==> config.mk <==
export PLATFORM = sky130hd
export DESIGN_NAME = windowed_watchdog_timer
export DESIGN_NICKNAME = d
export VERILOG_FILES = /design/src/wdog_pkg.sv /design/src/wdog_prescaler.sv /design/src/windowed_watchdog_timer.sv
export SDC_FILE = /design/constraint.sdc
export NUM_CORES = 1
export LEC_CHECK = 0
export BUFFER_PORTS_ARGS = -buffer_cell sky130_fd_sc_hd__buf_2
export CORE_ASPECT_RATIO = 1.25
export CORE_MARGIN = 2
export CORE_UTILIZATION = 44
export DETAILED_ROUTE_END_ITERATION = 8
export PLACE_DENSITY = 0.78
export SLEW_MARGIN = 30
export SYNTH_ARGS = -nofsm -noshare
export SYNTH_HDL_FRONTEND = slang
export SYNTH_SLANG_ARGS = --single-unit
==> constraint.sdc <==
create_clock -name ref_clk_i -period 2.5 [get_ports ref_clk_i]
set_input_delay 0.375 -clock ref_clk_i [delete_from_list [all_inputs] [get_ports ref_clk_i]]
set_output_delay 0.375 -clock ref_clk_i [all_outputs]
set_load 0.02 [all_outputs]
==> src/wdog_pkg.sv <==
/*
 * Constants shared by the watchdog and its tick prescaler.
 * Assumes a single 100 MHz system clock; tick sources arrive as enable pulses.
 */
package wdog_pkg;
	localparam int CNT_W = 24;
	localparam logic [7:0] FEED_KEY_FIRST = 8'hAA;
	localparam logic [7:0] FEED_KEY_SECOND = 8'h55;
	localparam logic [23:0] CONST_MIN = 24'h0000FF;
	localparam logic [23:0] CONST_RESET = 24'h0000FF;
	localparam logic [23:0] COUNT_RESET = 24'hFFFFFF;
	localparam logic [1:0] PRESCALE_LAST = 2'h3;
	localparam logic [1:0] SEL_RESET = 2'h0;

	typedef enum logic [1:0] {
		SRC_INTERNAL_RC = 2'b00,
		SRC_DOG_OSC = 2'b01,
		SRC_MAIN = 2'b10
	} tick_src_type;

	typedef enum logic [0:0] {
		FEED_IDLE = 1'b0,
		FEED_ARMED = 1'b1
	} feed_state_type;
endpackage

==> src/wdog_prescaler.sv <==
/*
 * Tick source select and fixed divide-by-four prescaler.
 * Assumes tick inputs are one-cycle enables synchronous to ref_clk_i.
 */
`timescale 1ns/100ps
module wdog_prescaler #(
	parameter bit WINDOWED = 1'b0
) (
	input wire logic ref_clk_i,
	input wire logic nrst_i,
	input wire logic run_i,
	input wire logic [1:0] sel_i,
	input wire logic internal_rc_osc_tick_i,
	input wire logic dedicated_dog_osc_tick_i,
	input wire logic main_tick_i,
	output logic dec_o
);
	logic watchdog_tick_clock;
	logic [1:0] div;

	// Main clock is only offered in the basic variant
	always_comb begin
		case (sel_i)
			wdog_pkg::SRC_INTERNAL_RC: watchdog_tick_clock = internal_rc_osc_tick_i;
			wdog_pkg::SRC_DOG_OSC: watchdog_tick_clock = dedicated_dog_osc_tick_i;
			wdog_pkg::SRC_MAIN: watchdog_tick_clock = WINDOWED ? 1'b0 : main_tick_i;
			default: watchdog_tick_clock = internal_rc_osc_tick_i;
		endcase
	end

	// Divide by four; restarts whenever the timer is stopped
	always_ff @(posedge ref_clk_i) begin
		if (!nrst_i || !run_i) begin
			div <= 2'h0;
			dec_o <= 1'b0;
		end else begin
			dec_o <= watchdog_tick_clock && div == wdog_pkg::PRESCALE_LAST;
			if (watchdog_tick_clock)
				div <= div + 2'h1;
		end
	end
endmodule

==> src/windowed_watchdog_timer.sv <==
/*
 * Watchdog timer, basic or windowed variant, with feed checking and reset cause.
 * Assumes software access arrives as synchronous one-cycle strobes and that
 * chip_reset_o is folded into the chip reset that drives nrst_i.
 */
// How it works
// - Once enabled, expiry of the counter without a valid reload raises a chip reset.
// - The enable is set by software only and cleared only by reset or a watchdog event.
// - A wrong or broken feed sequence raises a reset or an interrupt as reset-enable says.
// - A flag, kept across the watchdog's own reset, records that it caused the last reset.
// - The counter is 24 bits and steps down through a fixed prescaler from the tick clock.
// - Timeouts run from 256 to 2 to the 24 steps of four tick periods each.
// - The tick clock is chosen among internal RC, watchdog oscillator and, in the basic variant only, main clock.
// - In windowed mode a reload before the window opens counts as an error.
// - In the windowed variant a warning interrupt fires when the count hits a set value.
// - The watchdog reset is one of the chip reset sources beside pin, power-on and brown-out.
`timescale 1ns/100ps
module windowed_watchdog_timer #(
	parameter bit WINDOWED = 1'b1
) (
	input wire logic ref_clk_i,
	input wire logic nrst_i,
	input wire logic por_i,
	input wire logic internal_rc_osc_tick_i,
	input wire logic dedicated_dog_osc_tick_i,
	input wire logic main_tick_i,
	input wire logic enable_set_i,
	input wire logic reset_en_i,
	input wire logic window_mode_i,
	input wire logic warn_en_i,
	input wire logic [1:0] clk_sel_i,
	input wire logic [23:0] timeout_const_i,
	input wire logic [23:0] window_val_i,
	input wire logic [23:0] warn_val_i,
	input wire logic feed_wr_i,
	input wire logic [7:0] feed_data_i,
	input wire logic other_access_i,
	input wire logic flag_clr_i,
	output logic enabled_o,
	output logic [23:0] count_o,
	output logic chip_reset_o,
	output logic wd_irq_o,
	output logic warn_irq_o,
	output logic reset_flag_o
);
	wdog_pkg::feed_state_type feed_state;
	wdog_pkg::feed_state_type next_feed_state;
	logic [23:0] reload_val;
	logic [1:0] sel_q;
	logic dec;
	logic feed_ok;
	logic feed_err;
	logic window_err;
	logic reload;
	logic fault;
	logic expire;

	wdog_prescaler #(
		.WINDOWED(WINDOWED)
	) u_prescaler (
		.ref_clk_i(ref_clk_i),
		.nrst_i(nrst_i),
		.run_i(enabled_o),
		.sel_i(sel_q),
		.internal_rc_osc_tick_i(internal_rc_osc_tick_i),
		.dedicated_dog_osc_tick_i(dedicated_dog_osc_tick_i),
		.main_tick_i(main_tick_i),
		.dec_o(dec)
	);

	// Feed sequence decode: idle cycles may sit between the key pair, any other access or write breaks it
	always_comb begin
		next_feed_state = feed_state;
		feed_ok = 1'b0;
		feed_err = 1'b0;
		case (feed_state)
			wdog_pkg::FEED_IDLE: begin
				if (feed_wr_i && feed_data_i == wdog_pkg::FEED_KEY_FIRST)
					next_feed_state = wdog_pkg::FEED_ARMED;
				else if (feed_wr_i)
					feed_err = 1'b1;
			end
			wdog_pkg::FEED_ARMED: begin
				next_feed_state = wdog_pkg::FEED_IDLE;
				if (feed_wr_i && feed_data_i == wdog_pkg::FEED_KEY_SECOND && !other_access_i)
					feed_ok = 1'b1;
				else if (feed_wr_i || other_access_i)
					feed_err = 1'b1;
				else
					next_feed_state = wdog_pkg::FEED_ARMED;
			end
			default: next_feed_state = wdog_pkg::FEED_IDLE;
		endcase
	end

	// Early reload in windowed mode is a fault, not a feed
	assign window_err = WINDOWED && window_mode_i && feed_ok && count_o > window_val_i;
	assign reload = feed_ok && !window_err;
	assign fault = enabled_o && (feed_err || window_err);
	assign expire = enabled_o && dec && count_o == 24'h000000;
	// Constants below the minimum would give an unusably short period
	assign reload_val = timeout_const_i < wdog_pkg::CONST_MIN ?
		wdog_pkg::CONST_MIN : timeout_const_i;

	always_ff @(posedge ref_clk_i) begin
		if (!nrst_i)
			feed_state <= wdog_pkg::FEED_IDLE;
		else
			feed_state <= next_feed_state;
	end

	// Shadow copies; a change only counts once software feeds again
	always_ff @(posedge ref_clk_i) begin
		if (!nrst_i) begin
			sel_q <= wdog_pkg::SEL_RESET;
		end else if (reload) begin
			sel_q <= clk_sel_i;
		end
	end

	// Sticky enable; software has no way to drop it
	always_ff @(posedge ref_clk_i) begin
		if (!nrst_i)
			enabled_o <= 1'b0;
		else if (expire || fault)
			enabled_o <= 1'b0;
		else if (enable_set_i)
			enabled_o <= 1'b1;
	end

	// Down counter, one step per prescaled tick
	always_ff @(posedge ref_clk_i) begin
		if (!nrst_i)
			count_o <= wdog_pkg::COUNT_RESET;
		else if (reload)
			count_o <= reload_val;
		else if (enabled_o && dec && count_o != 24'h000000)
			count_o <= count_o - 24'h000001;
	end

	// Consequences: expiry always resets, feed faults follow reset_en_i
	always_ff @(posedge ref_clk_i) begin
		if (!nrst_i) begin
			chip_reset_o <= 1'b0;
			wd_irq_o <= 1'b0;
		end else begin
			chip_reset_o <= expire || (fault && reset_en_i);
			if (fault && !reset_en_i)
				wd_irq_o <= 1'b1;
		end
	end

	// Warning interrupt, sticky until chip reset
	always_ff @(posedge ref_clk_i) begin
		if (!nrst_i)
			warn_irq_o <= 1'b0;
		else if (WINDOWED && warn_en_i && enabled_o && count_o == warn_val_i)
			warn_irq_o <= 1'b1;
	end

	// Reset cause survives nrst_i; only power-on or software clears it, set wins
	always_ff @(posedge ref_clk_i) begin
		if (por_i)
			reset_flag_o <= 1'b0;
		else if (chip_reset_o)
			reset_flag_o <= 1'b1;
		else if (flag_clr_i)
			reset_flag_o <= 1'b0;
	end
endmodule

# --- Word level (Yosys, flattened, before mapping) ---
# Index checks and enable logic that the tools add are counted.
classes:
  n_addsub: 2
  order_cmp: 2
  n_eq_ne: 6
  mux: 17
  bitwise_logic: 2
  n_reduce_logical: 30
op_table:
  columns: ["operator", "count"]
  rows:
  - ["$mux 24", 3]
  - ["$eq 24x24->1", 1]
  - ["$gt 24x24->1", 1]
  - ["$logic_not 24->1", 1]
  - ["$lt 24x8->1 const B", 1]
  - ["$reduce_bool 24->1", 1]
  - ["$sub 24x1->24 const B", 1]
  - ["$logic_and 1x1->1", 15]
  - ["$mux 1", 11]
  - ["$eq 8x7->1 const B", 1]
  - ["$eq 8x8->1 const B", 1]
  - ["$pmux 1 s2", 3]
  - ["$logic_not 1->1", 5]
  - ["$logic_or 1x1->1", 5]
  - ["$eq 2x2->1 const B", 2]
  - ["$reduce_bool 2->1", 2]
  - ["$add 2x1->2 const B", 1]
  - ["$eq 2x1->1 const B", 1]
  - ["$not 1->1", 2]
  - ["$reduce_or 2->1", 1]
totals:
  ff_bits: 35
  output_inout_bits: 29
  word_cells: 69

# --- Logic depth before layout (Yosys ltp) ---
depth:
  depth_word: 11
  mapped_depth: 10
  mapped_depth_nobuf: 8

# --- By module ---
# From an unflattened synthesis, not the netlist that was laid out.
unflattened:
  cells_unflattened: 373
  hier_area_um2: 3067.9
by_module_without_submodules:
  columns: ["module", "instances", "cells_each", "area_each_um2", "seq_area_each_um2"]
  rows:
  - ["windowed_watchdog_timer", 1, 356, 2900.3, 640.6]
  - ["wdog_prescaler", 1, 17, 167.7, 60.1]

# --- Least setup slack after synthesis ---
# Ideal clock, no wire load.
synth_path:
  kind: "reg-to-reg"
  startpoint: "register count_o[21]"
  endpoint: "register count_o[14]"
  setup_time_ns: 0.141
  arrival_time_ns: 2.407
  required_ns: 2.359
  slack_ns: -0.048
  stages_incl_launch_ff: 10
  path_cell_list: "dfxtp_1 -> ha_1 -> a21o_1 -> a21o_1 -> a221o_1 -> o31a_1 -> clkbuf_1 -> nor2_1 -> clkbuf_1 -> o211ai_1"
synth_between:
  elab_chain_len: 5
  elab_cells_between_ends: 8
  classes_between: "1 x order compare; 1 x mux; 6 x reduce/logical"
synth_lines:
  columns: ["element", "line", "rtl"]
  rows:
  - ["start: declaration", "windowed_watchdog_timer.sv:40", "output logic [23:0] count_o,"]
  - ["start signal: assignment", "windowed_watchdog_timer.sv:134", "count_o <= wdog_pkg::COUNT_RESET;"]
  - ["start signal: assignment", "windowed_watchdog_timer.sv:136", "count_o <= reload_val;"]
  - ["start signal: assignment", "windowed_watchdog_timer.sv:138", "count_o <= count_o - 24'h000001;"]
  - ["$gt 24x24->1", "windowed_watchdog_timer.sv:97", "assign window_err = WINDOWED && window_mode_i && feed_ok && count_o > window_val_i;"]
  - ["$logic_and 1x1->1", "windowed_watchdog_timer.sv:97", null]
  - ["$logic_not 1->1", "windowed_watchdog_timer.sv:98", "assign reload = feed_ok && !window_err;"]
  - ["$logic_and 1x1->1", "windowed_watchdog_timer.sv:98", null]
  - ["$mux 24 / $reduce_bool 2->1 (equally long branches)", null, null]
# Parallel ways exist; a longest one is shown, timed or not.
# A chain may end at the register's enable or synchronous reset.

# --- Worst setup path in the final report ---
layout_path:
  startpoint: "register count_o[16]"
  endpoint: "register count_o[1]"
# The elaborated chain is that of the path after synthesis.

==> metrics.csv <==
metric,value,unit
status,"finished, final reports clean",
vias in the first global route,3386,
Antenna Nets Post-Route,0,
FMAX,0.411,GHz
Yosys warnings,0,
Hold WS,239,ps
overflow left after global routing,0,
Skew-Pair Late Insertion Delay,290,ps
Post-synth top cells,"dfxtp_1, xnor2_1, nor4_1",
Tot Pwr,1.25,mW
Synth area leaders,"dfxtp_1, ha_1, xnor2_1",
routed wire length,9.65,mm
worst setup margin,68.8,ps
Post-synth EDFFs,0,
drc violations,0,
pin count of the biggest net entering global routing,26,
Yosys top cell area share,24.6,%
dpl cell area,3800,um^2
post-route insts no fill,590,
Final Cell Area,3930,um^2
CP Capture Type,flip-flop,
Most used DFF post-synth,dfxtp_1,
Synth Cell Area,2850,um^2
area grow syn2layout,37.8,%
placed cells,582,
core area,6210,um^2
global-route wire length before repair,15.4,mm
clock sink total,35,
chip height,94.0,um
CP arrival,2610,ps
Layout Utilization,63.3,%
CP Launch Type,flip-flop,
initial antenna violation count,0,
family with the most delay on the worst path,simple AND/OR/NAND/NOR gates,
Synth cell types,46,
cts bufs inserted,5,
NumNets Final,626,
Synth Instances,354,
share of layout cells above drive strength 1,36.6,%
"most used cell, CP",or4_4,
Resize count post-CTS,0,
PD cells,318,nW/um^2
Critical Setup Path Class,flip-flop to flip-flop,
Final min period,2430,ps
Worst Setup SP,count_o[16]$_SDFFE_PN1P_,
ANT cells,0,
"count leader, synth",dfxtp_1,
CTS max path bufs,2,
total track usage,26.6,%
number of buffers and inverters on the critical path,0,
Yosys top cell by area,dfxtp_1,
Post-Syn Area per Cell,8.06,um^2
Crit-path slowest cell,or4_4,
drt first pass iters,5,
Starting Density,46.0,%
r2r worst-path depth,6,
Worst Hold End,reset_flag_o$_SDFFE_PP0P_,
1st-iter DRT viols,197,
period utilization,97.2,%
CP Max Fanout,5,
CTS tree,yes,
fin. max-slew vios,0,
Slew HR,65.2,%
H-tree depth,2,
HP Start,por_i,
worst slew pin tran,517,ps
hpwl dp,7.73,mm
synthesis-stage register bit count,35,
Vias/cell,5.75,
worst reg2reg path endpoint,count_o[1]$_SDFFE_PN1P_,
sequential element share of the synthesized area,24.6,%
I/O Buffers,122,
Mapped Nets,476,
Die Width,76.0,um
Synth async-reset ratio,0,%
pre-CTS setup slack,-70.3,ps
Setup-failing EPs final,0,
Worst-path clk slew,70,ps
Worst EP required,2680,ps
IO Pins,124,
"Setup Fix Bufs, Post-CTS",0,
Max Cap Viol,0,
hold depth,2,
reg2reg start,count_o[16]$_SDFFE_PN1P_,
Min-Delay Path Class,input port to flip-flop,
Pleak,1.60,nW
Final Hold Vio Count,0,
GP Congestion,0.927,
DIE AREA,7150,um^2
average routed wire per standard cell,16.4,um
row cnt,32,
Fin Clk Skew,7.98,ps
setup TNS,0,ps
hold_buf cts,0,
VDD IR max,0.000484,V
Vias,3394,
CP max stage delay,550,ps
FF-to-FF setup slack,70,ps
crit-path cells,or4_4 > or4_4 > o31a_1 > mux2i_1 > a211oi_1 > a21oi_1,
CTS root buf,clkbuf_8,
cells by family (layout without fill, tap and decap cells):
family	count (synthesis)	after routing	share of synthesized area (%)
XOR/XNOR	48	48	14.7
AO/OA/AOI/OAI	66	66	15.0
buffers and inverters	43	194	5.96
AND/OR/NAND/NOR	133	133	27.2
multiplexers	2	2	0.702
adder cells (fa/ha/maj)	27	27	11.8
flip-flops	35	35	24.6
placed cells by master (no fill, tap or decap), drive strengths merged, types with 12 or more instances in the layout:
cell type  instances
ha                27
xor2              15
nor4              32
nor2              19
inv               27
nand3             12
xnor2             33
buf              158
dfxtp             35
a21oi             20
nand2             17
a31oi             16
how the worst max path moves through the flow:
stage / slack, ps / endpoint / depth (start not counted)
floorplan: 10 / count_o[8]$_SDFFE_PN1P_ / 7
global placement: -30 / count_o[7]$_SDFFE_PN1P_ / 10
detailed placement: -70 / count_o[7]$_SDFFE_PN1P_ / 10
CTS: 30 / count_o[1]$_SDFFE_PN1P_ / 6
global route: -7 / count_o[18]$_SDFFE_PN1P_ / 6
finish: 70 / count_o[1]$_SDFFE_PN1P_ / 6
power breakdown:
group	internal [mW]	total, mW	leakage (nW)	switching [mW]
Sequential	0.561	0.566	0.280	0.00482
Clock	0.251	0.455	0.0515	0.203
Combinational	0.114	0.231	1.27	0.118
cell type report:
cell class	instances	area [um^2]
clock buffers	8	100
fillers	545	2280
inverters	28	105
multi-input cells	276	2020
flip-flops and latches	35	708
well taps	85	106
repair buffers	158	893
metal layers:
metal  GRT usage [%]  routed length [um]  vias to the layer above  share of wire (%)
li1                -                   -                     1613                  -
met1            30.6                3840                     1597                 40
met2            49.6                4870                      159                 51
met3            4.52                 611                       25                6.3
met4            9.85                 325                        0                3.4
met5               0                   0                        -                  0
registers in the layout, indices dropped and copies added (netlist names):
register	count
u_prescaler.dec_o	1
u_prescaler.div	2
chip_reset_o	1
sel_q	2
count_o	24
reset_flag_o	1
enabled_o	1
wd_irq_o	1
warn_irq_o	1
feed_state	1
Note: power is estimated with default switching activity, not from simulation.
